File: config.mk
export PLATFORM = sky130hd
export DESIGN_NAME = fpc_counter
export DESIGN_NICKNAME = d
export VERILOG_FILES = /design/src/core/fpc_pkg.sv /design/src/core/fpc_counter.sv
export SDC_FILE = /design/constraint.sdc
export NUM_CORES = 1
export LEC_CHECK = 0
export BUFFER_PORTS_ARGS = -buffer_cell sky130_fd_sc_hd__buf_2
export CORE_UTILIZATION = 28
export DETAILED_ROUTE_END_ITERATION = 8
export PLACE_DENSITY = 0.5
export SYNTH_ARGS = -nofsm -noshare
export SYNTH_HDL_FRONTEND = slang
export SYNTH_SLANG_ARGS = --single-unit
File: constraint.sdc
create_clock -name clk_sys -period 3.9 [get_ports clk_sys]
set_input_delay 0.195 -clock clk_sys [delete_from_list [all_inputs] [get_ports clk_sys]]
set_output_delay 0.195 -clock clk_sys [all_outputs]
set_load 0.1 [all_outputs]
File: src/core/fpc_pkg.sv
// Purpose: shared constants of the fast pulse counter and its chained timer
// Assumes: registers are 8 bits wide, each in one aligned 32-bit bus word
// Notes:   byte address of a register is four times its index
package fpc_pkg;

  // register indices and byte address width
  localparam logic [15:0] IDX_TIMER_CONTROL    = 16'hFE10;
  localparam logic [15:0] IDX_LOW_COUNT        = 16'hFE12;
  localparam logic [15:0] IDX_HIGH_COUNT       = 16'hFE13;
  localparam logic [15:0] IDX_LOW_MATCH        = 16'hFE14;
  localparam logic [15:0] IDX_HIGH_MATCH       = 16'hFE15;
  localparam logic [15:0] IDX_LOW_CAPTURE      = 16'hFE16;
  localparam logic [15:0] IDX_HIGH_CAPTURE     = 16'hFE17;
  localparam logic [15:0] IDX_PORT_TEST        = 16'hFE47;
  localparam logic [15:0] IDX_EXT_IRQ01        = 16'hFE5D;
  localparam logic [15:0] IDX_EXT_IRQ23        = 16'hFE5E;
  localparam logic [15:0] IDX_INPUT_SELECT     = 16'hFE5F;
  localparam logic [15:0] IDX_FAST_CTRL        = 16'hFE7D;
  localparam int          ADDR_W               = 18;

  // timer_control fields
  localparam int          TC_HIGH_RUN          = 7;
  localparam int          TC_LOW_RUN           = 6;
  localparam int          TC_WIDE              = 5;
  localparam int          TC_LOW_EXT           = 4;
  localparam int          TC_HIGH_FLAG         = 3;
  localparam int          TC_HIGH_IE           = 2;
  localparam int          TC_LOW_FLAG          = 1;
  localparam int          TC_LOW_IE            = 0;

  // fast_counter_control fields
  localparam int          FC_ENABLE            = 7;
  localparam int          FC_CMP_LSB           = 4;
  localparam int          FC_CARRY             = 3;
  localparam int          FC_CAP_LSB           = 0;

  // port_test_control field
  localparam int          PT_TIMED_OUT_EN      = 2;

  // reset values and count limits
  localparam logic [7:0]  RST_BYTE             = 8'h00;
  localparam logic [2:0]  RST_FINE             = 3'h0;
  localparam logic [2:0]  FINE_MAX             = 3'h7;
  localparam logic [7:0]  BYTE_MAX             = 8'hFF;
  localparam logic [31:0] RST_WORD             = 32'h0000_0000;

endpackage

File: src/core/fpc_counter.sv
// Purpose: 3-bit fast pulse counter chained with an 8/16-bit timer, timed output pin
// Assumes: Avalon-MM slave on clk_sys; pulse pin slower than clk_sys/2
// Notes:   one-cycle waitrequest on every access; unmapped reads give zero
//
// Notes on behaviour
// - high match buffer follows data unless running
// - high match on byte, or all 16 bits
// - low capture latches low count byte
// - high capture latches high count byte
// - fast counter is 3 bits wide
// - chained timer steps on fast overflow
// - chained timer is free-running, cleared only when stopped
// - pin changes in same cycle as target
// - low capture also stores carry and fine count
// - target match sets flag, requests interrupt
// - fast counter runs with low byte run
// - enable clear makes pin follow latch
// - enable write re-arms and freezes pin
// - after match pin follows latch again
// - port test bit 2 enables timed output
// - 8-bit mode 11 bits, 16-bit mode 19
// - one match per fast control write
// - carry and fine capture are read-only
//
// Decided for this implementation: register access over Avalon-MM.
`timescale 1ns/10ps

module fpc_counter
  import fpc_pkg::*;
(
  // clock and reset
  input  wire logic              clk_sys,
  input  wire logic              resetn,
  // avalon-mm slave
  input  wire logic [ADDR_W-1:0] avs_address,
  input  wire logic              avs_read,
  input  wire logic              avs_write,
  input  wire logic [31:0]       avs_writedata,
  output logic      [31:0]       avs_readdata,
  output logic                   avs_waitrequest,
  // external pulse source
  input  wire logic              fast_pulse_input,
  // neighbouring logic on clk_sys
  input  wire logic              prescale_tick,
  input  wire logic              low_capture_event,
  input  wire logic              high_capture_event,
  input  wire logic              port_latch_data,
  input  wire logic              port_dir_out,
  // timed output pin
  output logic                   timed_output_pin_o,
  output logic                   timed_output_pin_oe,
  // interrupt requests and configuration to neighbours
  output logic                   low_irq,
  output logic                   high_irq,
  output logic      [7:0]        ext_irq01_cfg,
  output logic      [7:0]        ext_irq23_cfg,
  output logic      [7:0]        input_select_cfg
);

  ////////////////////////////////////////////////////////////////////////
  // address decode helper

  // true when a byte address selects the register at this index
  function automatic logic fpc_sel(input logic [ADDR_W-1:0] addr, input logic [15:0] idx);
    fpc_sel = (addr == {idx, 2'b00});
  endfunction

  ////////////////////////////////////////////////////////////////////////
  // declarations

  logic        pulse_meta_r;
  logic        pulse_sync_r;
  logic        pulse_prev_r;
  logic        ack_r;
  logic [7:0]  tc_r;
  logic [7:0]  low_cnt_r;
  logic [7:0]  high_cnt_r;
  logic [7:0]  low_match_data_r;
  logic [7:0]  high_match_data_r;
  logic [7:0]  low_buf_r;
  logic [7:0]  high_buf_r;
  logic [7:0]  low_capture_r;
  logic [7:0]  high_capture_r;
  logic        timed_output_enable_r;
  logic [7:0]  irq01_r;
  logic [7:0]  irq23_r;
  logic [7:0]  isl_r;
  logic        fc_en_r;
  logic [2:0]  fine_cmp_r;
  logic        carry_cap_r;
  logic [2:0]  fine_cap_r;
  logic [2:0]  fine_r;
  logic        armed_r;
  logic        freeze_r;
  logic        hold_r;
  logic [31:0] rdata_r;
  logic [7:0]  rd_byte;

  ////////////////////////////////////////////////////////////////////////
  // pulse pin synchroniser

  // two flops first
  // the pin is asynchronous, so only the second flop is read;
  // the third keeps the previous level for edge detection,
  // so each pin phase must last longer than one system cycle
  always_ff @(posedge clk_sys or negedge resetn) begin
    if (!resetn) begin
      pulse_meta_r <= 1'b0;
      pulse_sync_r <= 1'b0;
      pulse_prev_r <= 1'b0;
    end else begin
      pulse_meta_r <= fast_pulse_input;
      pulse_sync_r <= pulse_meta_r;
      pulse_prev_r <= pulse_sync_r;
    end
  end

  // one-cycle pulse per rising edge of the synchronised pin;
  // reset leaves both flops low, so no false edge follows
  wire pulse_edge = pulse_sync_r & ~pulse_prev_r;

  ////////////////////////////////////////////////////////////////////////
  // bus access decode

  wire acc      = avs_read | avs_write;
  wire wr_take  = avs_write & ack_r;
  wire wr_tc    = wr_take & fpc_sel(avs_address, IDX_TIMER_CONTROL);
  wire wr_lmd   = wr_take & fpc_sel(avs_address, IDX_LOW_MATCH);
  wire wr_hmd   = wr_take & fpc_sel(avs_address, IDX_HIGH_MATCH);
  wire wr_pt    = wr_take & fpc_sel(avs_address, IDX_PORT_TEST);
  wire wr_i01   = wr_take & fpc_sel(avs_address, IDX_EXT_IRQ01);
  wire wr_i23   = wr_take & fpc_sel(avs_address, IDX_EXT_IRQ23);
  wire wr_isl   = wr_take & fpc_sel(avs_address, IDX_INPUT_SELECT);
  wire wr_fc    = wr_take & fpc_sel(avs_address, IDX_FAST_CTRL);
  wire [7:0] wd = avs_writedata[7:0];

  // waitrequest is high in the first cycle of every access;
  // that cycle registers the read byte, the second one
  // commits a write and hands read data to the master
  assign avs_waitrequest = acc & ~ack_r;
  assign avs_readdata    = rdata_r;

  ////////////////////////////////////////////////////////////////////////
  // mode and count-enable decode

  wire low_run   = tc_r[TC_LOW_RUN];
  wire high_run  = tc_r[TC_HIGH_RUN];
  wire wide      = tc_r[TC_WIDE];
  wire chained   = fc_en_r;

  // no run bit of its own; with the enable clear it rests
  // at zero and the low byte keeps its ordinary clock
  // fast counter steps only while low byte runs
  wire fine_tick = chained & low_run & pulse_edge;
  wire fine_ovf  = fine_tick & (fine_r == FINE_MAX);
  wire [2:0] fine_nxt = !(chained && low_run) ? RST_FINE : (fine_tick ? fine_r + 3'h1 : fine_r);

  // chained low byte steps on fast overflow
  wire low_tick  = chained ? fine_ovf : (low_run & (tc_r[TC_LOW_EXT] ? pulse_edge : prescale_tick));
  wire low_wrap  = low_tick & (low_cnt_r == BYTE_MAX);
  // in 8-bit chained mode the high byte keeps its own
  // prescaled clock, match and reload
  // wide mode carries low into high, else high counts alone
  wire high_tick = wide ? low_wrap : (high_run & prescale_tick);

  ////////////////////////////////////////////////////////////////////////
  // ordinary match signals

  wire low_eq  = (low_cnt_r == low_buf_r);
  wire high_eq = (high_cnt_r == high_buf_r);
  wire match_l = ~chained & low_tick & low_eq & (~wide | high_eq);
  // high byte alone, or all sixteen bits
  wire match_h = wide ? match_l : (high_tick & high_eq);

  ////////////////////////////////////////////////////////////////////////
  // target compare on the chained count

  wire [19:0] chain_cnt  = wide ? {1'b0, high_cnt_r, low_cnt_r, fine_r} : {9'h000, low_cnt_r, fine_r};
  wire [16:0] tgt_base   = wide ? {1'b0, high_match_data_r, low_match_data_r} : {9'h000, low_match_data_r};
  wire [16:0] tgt_inc    = tgt_base + 17'h00001;
  wire [19:0] tgt_full   = {tgt_inc, fine_cmp_r};
  // target uses the match data, not the buffers, so a new
  // value acts at once; the sum wraps at the chain width
  // and software keeps it above the present count
  // target is (match + 1) * 8 + compare
  wire [19:0] target     = wide ? {1'b0, tgt_full[18:0]} : {9'h000, tgt_full[10:0]};
  // combinational hit lets the pin move in the cycle the
  // count arrives; the arming clears at the next edge
  // only one hit per arming
  wire        nk_hit     = chained & low_run & armed_r & (chain_cnt == target);

  ////////////////////////////////////////////////////////////////////////
  // flag set terms

  // the low match is gated off while chained, and so is the high
  // one in wide mode, so there the flags carry only the target hit
  // target sets low flag, both in wide mode
  wire set_lflag = match_l | nk_hit;
  wire set_hflag = match_h | (nk_hit & wide);

  ////////////////////////////////////////////////////////////////////////
  // bus handshake and read data
  // ack_r marks the second cycle of an access and never
  // stays up, so back-to-back requests each wait once

  always_ff @(posedge clk_sys or negedge resetn) begin
    if (!resetn) begin
      ack_r   <= 1'b0;
      rdata_r <= RST_WORD;
    end else begin
      ack_r <= acc & ~ack_r;
      if (avs_read && !ack_r) begin
        rdata_r <= {24'h000000, rd_byte};
      end
    end
  end

  // read multiplexer, unmapped addresses read zero
  // no two indices share a byte address
  always_comb begin
    rd_byte = RST_BYTE;
    if (fpc_sel(avs_address, IDX_TIMER_CONTROL)) rd_byte = tc_r;
    if (fpc_sel(avs_address, IDX_LOW_COUNT))     rd_byte = low_cnt_r;
    if (fpc_sel(avs_address, IDX_HIGH_COUNT))    rd_byte = high_cnt_r;
    if (fpc_sel(avs_address, IDX_LOW_MATCH))     rd_byte = low_match_data_r;
    if (fpc_sel(avs_address, IDX_HIGH_MATCH))    rd_byte = high_match_data_r;
    if (fpc_sel(avs_address, IDX_LOW_CAPTURE))   rd_byte = low_capture_r;
    if (fpc_sel(avs_address, IDX_HIGH_CAPTURE))  rd_byte = high_capture_r;
    if (fpc_sel(avs_address, IDX_PORT_TEST))     rd_byte = {5'h00, timed_output_enable_r, 2'h0};
    if (fpc_sel(avs_address, IDX_EXT_IRQ01))     rd_byte = irq01_r;
    if (fpc_sel(avs_address, IDX_EXT_IRQ23))     rd_byte = irq23_r;
    if (fpc_sel(avs_address, IDX_INPUT_SELECT))  rd_byte = isl_r;
    if (fpc_sel(avs_address, IDX_FAST_CTRL))     rd_byte = {fc_en_r, fine_cmp_r, carry_cap_r, fine_cap_r};
  end

  ////////////////////////////////////////////////////////////////////////
  // control and configuration registers
  // irq and input-select bytes are plain storage; the port
  // test byte keeps only its timed-output enable bit

  always_ff @(posedge clk_sys or negedge resetn) begin
    if (!resetn) begin
      tc_r                  <= RST_BYTE;
      low_match_data_r      <= RST_BYTE;
      high_match_data_r     <= RST_BYTE;
      timed_output_enable_r <= 1'b0;
      irq01_r               <= RST_BYTE;
      irq23_r               <= RST_BYTE;
      isl_r                 <= RST_BYTE;
    end else begin
      if (wr_tc) begin
        tc_r <= wd;
      end
      // match flags: hardware set wins over software clear
      tc_r[TC_LOW_FLAG]  <= set_lflag | (wr_tc ? wd[TC_LOW_FLAG] : tc_r[TC_LOW_FLAG]);
      tc_r[TC_HIGH_FLAG] <= set_hflag | (wr_tc ? wd[TC_HIGH_FLAG] : tc_r[TC_HIGH_FLAG]);
      if (wr_lmd) low_match_data_r <= wd;
      if (wr_hmd) high_match_data_r <= wd;
      if (wr_pt)  timed_output_enable_r <= wd[PT_TIMED_OUT_EN];
      if (wr_i01) irq01_r <= wd;
      if (wr_i23) irq23_r <= wd;
      if (wr_isl) isl_r <= wd;
    end
  end

  ////////////////////////////////////////////////////////////////////////
  // timer counts and match buffers

  always_ff @(posedge clk_sys or negedge resetn) begin
    if (!resetn) begin
      low_cnt_r  <= RST_BYTE;
      high_cnt_r <= RST_BYTE;
      low_buf_r  <= RST_BYTE;
      high_buf_r <= RST_BYTE;
      fine_r     <= RST_FINE;
    end else begin
      fine_r <= fine_nxt;
      // the chained timer never reloads: match_l is forced low
      // while the fast counter is enabled, match_h too in wide mode
      // stopped bytes rest at zero; match reloads them in plain mode
      if (!low_run || match_l) low_cnt_r <= RST_BYTE;
      else if (low_tick)       low_cnt_r <= low_cnt_r + 8'h01;
      if (!high_run || match_h) high_cnt_r <= RST_BYTE;
      else if (high_tick)       high_cnt_r <= high_cnt_r + 8'h01;
      if (!low_run || match_l) low_buf_r <= low_match_data_r;
      // high buffer tracks data while stopped
      if (!high_run || match_h) high_buf_r <= high_match_data_r;
    end
  end

  ////////////////////////////////////////////////////////////////////////
  // capture registers, no reset: contents undefined until first capture
  // the low capture takes the count before the edge; an overflow
  // in that cycle is reported through the carry bit instead

  always_ff @(posedge clk_sys) begin
    if (low_capture_event)  low_capture_r <= low_cnt_r;
    if (high_capture_event) high_capture_r <= high_cnt_r;
  end

  ////////////////////////////////////////////////////////////////////////
  // fast counter control and timed output state

  always_ff @(posedge clk_sys or negedge resetn) begin
    if (!resetn) begin
      fc_en_r     <= 1'b0;
      fine_cmp_r  <= RST_FINE;
      carry_cap_r <= 1'b0;
      fine_cap_r  <= RST_FINE;
      armed_r     <= 1'b0;
      freeze_r    <= 1'b0;
      hold_r      <= 1'b0;
    end else begin
      // only enable and compare take bus data
      if (wr_fc) begin
        fc_en_r    <= wd[FC_ENABLE];
        fine_cmp_r <= wd[FC_CMP_LSB +: 3];
      end
      // carry, fine field and low byte give the count after
      // the edge: software adds one to the byte on carry
      // carry plus fine count with low capture
      if (low_capture_event) begin
        carry_cap_r <= fine_ovf;
        fine_cap_r  <= fine_nxt;
      end
      // any write restarts the search; one with the enable
      // clear disarms and hands the pin back to the latch
      // enable write re-arms and freezes present level
      if (wr_fc) begin
        armed_r  <= wd[FC_ENABLE];
        freeze_r <= wd[FC_ENABLE];
        hold_r   <= timed_output_pin_o;
      // match releases pin to the latch
      end else if (nk_hit) begin
        armed_r  <= 1'b0;
        freeze_r <= 1'b0;
      end
    end
  end

  ////////////////////////////////////////////////////////////////////////
  // timed output pin and interrupt requests

  // frozen pin comes from the hold flop; at the hit it takes
  // the latch value that software loaded after arming
  // hit releases the pin combinationally, same cycle
  wire frozen = timed_output_enable_r & fc_en_r & freeze_r & ~nk_hit;
  assign timed_output_pin_o  = frozen ? hold_r : port_latch_data;
  assign timed_output_pin_oe = port_dir_out;

  // levels that stay up until software clears the flag
  // interrupt request while flag and enable set
  assign low_irq  = tc_r[TC_LOW_FLAG] & tc_r[TC_LOW_IE];
  assign high_irq = tc_r[TC_HIGH_FLAG] & tc_r[TC_HIGH_IE];

  // configuration bytes exported as levels
  assign ext_irq01_cfg    = irq01_r;
  assign ext_irq23_cfg    = irq23_r;
  assign input_select_cfg = isl_r;

endmodule

==> results.yml <==
worst_setup_path:
  startpoint_type: "flop"
  critical_path_class: "flop to output pin"
  critPathCaptureType: "output pin"
  crit_slowest_cell: "dfrtp_1"
  path_buf_inv: 1
  cp.required_ns: 3.70
  arrival_ns: 3.54
  reg2reg_depth: 8
  path_cells: "ha_1 > nand3_1 > or2_2 > or4_1 > o211ai_1 > nand4_1 > or2_0 > nand3_1 > clkbuf_4"
  r2r_start: "low_match_data_r[1]$_DFFE_PN0P_"
  worst_path_largest_cell_delay_ns: 0.50
  cp_max_fo: 9
  cp_common_cell: "nand3_1"
  rrSetupSlack_ns: 0.95
  crit_family: "simple AND/OR/NAND/NOR gates"
  r2r_end: "hold_r$_DFFE_PN0P_"
timing:
  max_freq_mhz: 268
  worst_pin_slew_ns: 0.882
  period_share_pct: 95.8
  rsz0062_at_grt: "no"
  fin_ws_ns: 0.165
  period_needed_ns: 3.74
  tns_ns: 0
  clock_skew_ns: 0.0102
  max_slew_margin_pct: 40.7
  maxSlewViolCount: 0
  hold_viol: 0
  setup_viol: 0
global_route:
  antenna_found_initial: 0
  overflow: 0
  grt_pass1_wl_um: 31300
  grtUsageTotal_pct: 17.5
  grt_max_degree: 53
  grt_pass1_vias: 4944
cells_and_area:
  fillCellCount: 2384
  multi_input_area_um2: 3360
  seq_area_um2: 3130
  utilization_pct: 34.1
  drive_above_1_share_pct: 27.7
  nets: 760
  area_growth_pct: 18.8
clock_network:
  cts_tree: "built"
  numCtsBuffers: 17
  insertion_delay_ns: 0.43
  clk_pin_slew_ns: 0.06
  cts-root-buf: "clkbuf_16"
  cts_sinks: 122
  htreeDepth: 4
  cts.path.max_buffers: 2
  post-cts-setup-buffers: 0
drt:
  viasPerCell: 5.07
  vias: 5211
  route.detailed.drc: 0
  wire_per_inst_um: 20.2
  drt_pass1_iterations: 6
  drt_iter0_drc: 473
  ant_nets: 0
  wl_um: 20800
synth:
  muxShareOfSynthArea_pct: 13.4
  synth_xor_area_share_pct: 6.33
  synth_top_family_by_area: "simple AND/OR/NAND/NOR gates"
  yosysTopAreaCell: "dfrtp_1"
  yosys-top-cells-area: "dfrtp_1 (39%), mux2_2 (11%), edfxtp_1 (7.1%), xor2_1 (3.2%), xnor2_1 (3.1%)"
  yosysTopAreaCellShare_pct: 39.1
  synth.distinct_cells: 72
  ys_seq_area_share_pct: 46.2
  synth_common_cells: "dfrtp_1 (106), mux2_2 (66), nor2_1 (44)"
  ys_ff_latch: 122
  synthArstFlopShare_pct: 86.9
  netlist_instances: 624
  synthAdderAreaFrac_pct: 0.923
  synth_most_common_cell: "dfrtp_1"
  synth-simple-area-share_pct: 16.3
  synth-edff-count: 16
  ys_warn_count: 0
  synthFlopType: "dfrtp_1"
  synth.cell_area_um2: 6780
  synth_compound_area_share_pct: 11.4
  syn_avg_cell_area_um2: 10.9
power:
  p_leak_uw: 0.00372
  peakVddDrop_mv: 0.277
  finalPower_uw: 3420
  cellPowerDensity_nw_per_um2: 425
hold_path:
  min_to: "ack_r$_DFF_PN0_"
  hold_depth: 3
  hold_class: "input pin to flop"
  min_from: "avs_read"
die:
  start_util_pct: 28.7
  ios: 121
  dieArea_um2: 24800
  design.core.area_um2: 23600
  die_h_um: 158
  die_x_um: 158
  core.rowCount: 56
outcome:
  status: "finished, final reports clean"
run:
  maxCapViolCount: 0
placement:
  dp_hpwl_um: 15100
  gp_congestion: 0.873
  dp_slack_ns: 0.522
  io_buffer_count: 70
[cell families (layout without fill, tap and decap cells)]
logic type	count (synthesis)	count (layout)
adders and majority gates	5	5
buffers and inverters	67	128
other	1	25
and+or+nand+nor	195	195
muxes	82	82
AOI/OAI and AO/OA	103	103
xor gates and xnor gates	49	49
DFF	122	122
[final cells by class]
| type | instances | share of cell area (%) |
|---|---|---|
| Sequential cell | 122 | 38.9 |
| Antenna cell | 1 | 0.0311 |
| Tap cell | 319 | 4.96 |
| Inverter | 12 | 0.559 |
| Timing Repair Buffer | 84 | 5.78 |
| Multi-Input combinational cell | 458 | 41.8 |
| Clock inverter | 14 | 2.41 |
| Clock buffer | 18 | 5.59 |
[how the worst max path moves through the flow]
stage	slack (ns)	depth (start not counted)	endpoint	from
6_report	0.16	9	timed_output_pin_o	low_match_data_r[1]$_DFFE_PN0P_
5_1_grt	0.01	9	timed_output_pin_o	low_match_data_r[1]$_DFFE_PN0P_
4_1_cts	0.06	9	timed_output_pin_o	low_match_data_r[1]$_DFFE_PN0P_
3_5_place_dp	0.52	9	timed_output_pin_o	low_match_data_r[1]$_DFFE_PN0P_
3_3_place_gp	0.58	9	timed_output_pin_o	low_match_data_r[1]$_DFFE_PN0P_
2_1_floorplan	0.74	9	timed_output_pin_o	low_match_data_r[1]$_DFFE_PN0P_
[where the power goes]
| group | switching [µW] | internal, µW | total [µW] | leakage, µW |
|---|---|---|---|---|
| sequential | 12.9 | 1310 | 1320 | 0.00161 |
| clock | 623 | 1110 | 1730 | 0.000301 |
| combinational | 317 | 48.9 | 365 | 0.00181 |
[worst reg2reg max path: cells and delay by family (launching register included)]
kind,cells,cell delay (ns)
compound gates,2,0.38
flops,1,0.50
fa+ha+maj,1,0.38
simple gates,5,1.61
[flip-flops by register name, summed over array words and instances (netlist names), 3 cells and up]
| signal | count |
|---|---|
| high_buf_r | 8 |
| fine_cmp_r | 3 |
| high_match_data_r | 8 |
| input_select_cfg | 8 |
| low_capture_r | 8 |
| avs_readdata | 8 |
| low_match_data_r | 8 |
| fine_r | 3 |
| ext_irq23_cfg | 8 |
| high_capture_r | 8 |
| tc_r | 8 |
| low_buf_r | 8 |
| ext_irq01_cfg | 8 |
| fine_cap_r | 3 |
| high_cnt_r | 8 |
| low_cnt_r | 8 |
[cell usage in the layout (no fill, tap or decap), types with 11 or more instances in the layout]
master / synthesis / routed
nand4_1: 12 / 12
inv_1: 12 / 12
buf_4: 25 / 13
edfxtp_1: 16 / 16
xnor2_1: 24 / 24
nor2_1: 44 / 44
conb_1: 1 / 24
nand2_1: 36 / 36
mux2_2: 66 / 66
a21oi_1: 22 / 22
buf_2: 6 / 68
nand3_1: 20 / 20
mux2i_1: 13 / 13
clkbuf_16: 0 / 18
nand2b_1: 11 / 11
xor2_1: 25 / 25
dfrtp_1: 106 / 106
[timing repair]
action / 4_1_cts / 5_1_grt
hold buffers: 2 / 0
endpoints found under the hold margin: 51 / 0
gates resized for setup: 0 / 1
endpoints found under the setup margin: 0 / 1
[per-stage QoR]
step                      hold WS (ns)  instance area [µm²]  std cells
final                           0.0627                 8050       1028
after global routing            0.0579                 8050       1027
after CTS                       0.0542                 8050       1027
after detailed placement         0.304                 7380        993
after global placement           0.288                 7380        993
after floorplan                 -0.101                 6870        647
[routing by layer]
metal | global-route usage (%) | vias up | wire [µm]
met1 | 23.8 | 2595 | 9710
met3 | 3.91 | 20 | 1140
met5 | 0 | - | 0
li1 | - | 2425 | -
met4 | 6.24 | 0 | 382
met2 | 27.3 | 171 | 9580
Power figures use the tool's default switching activity.
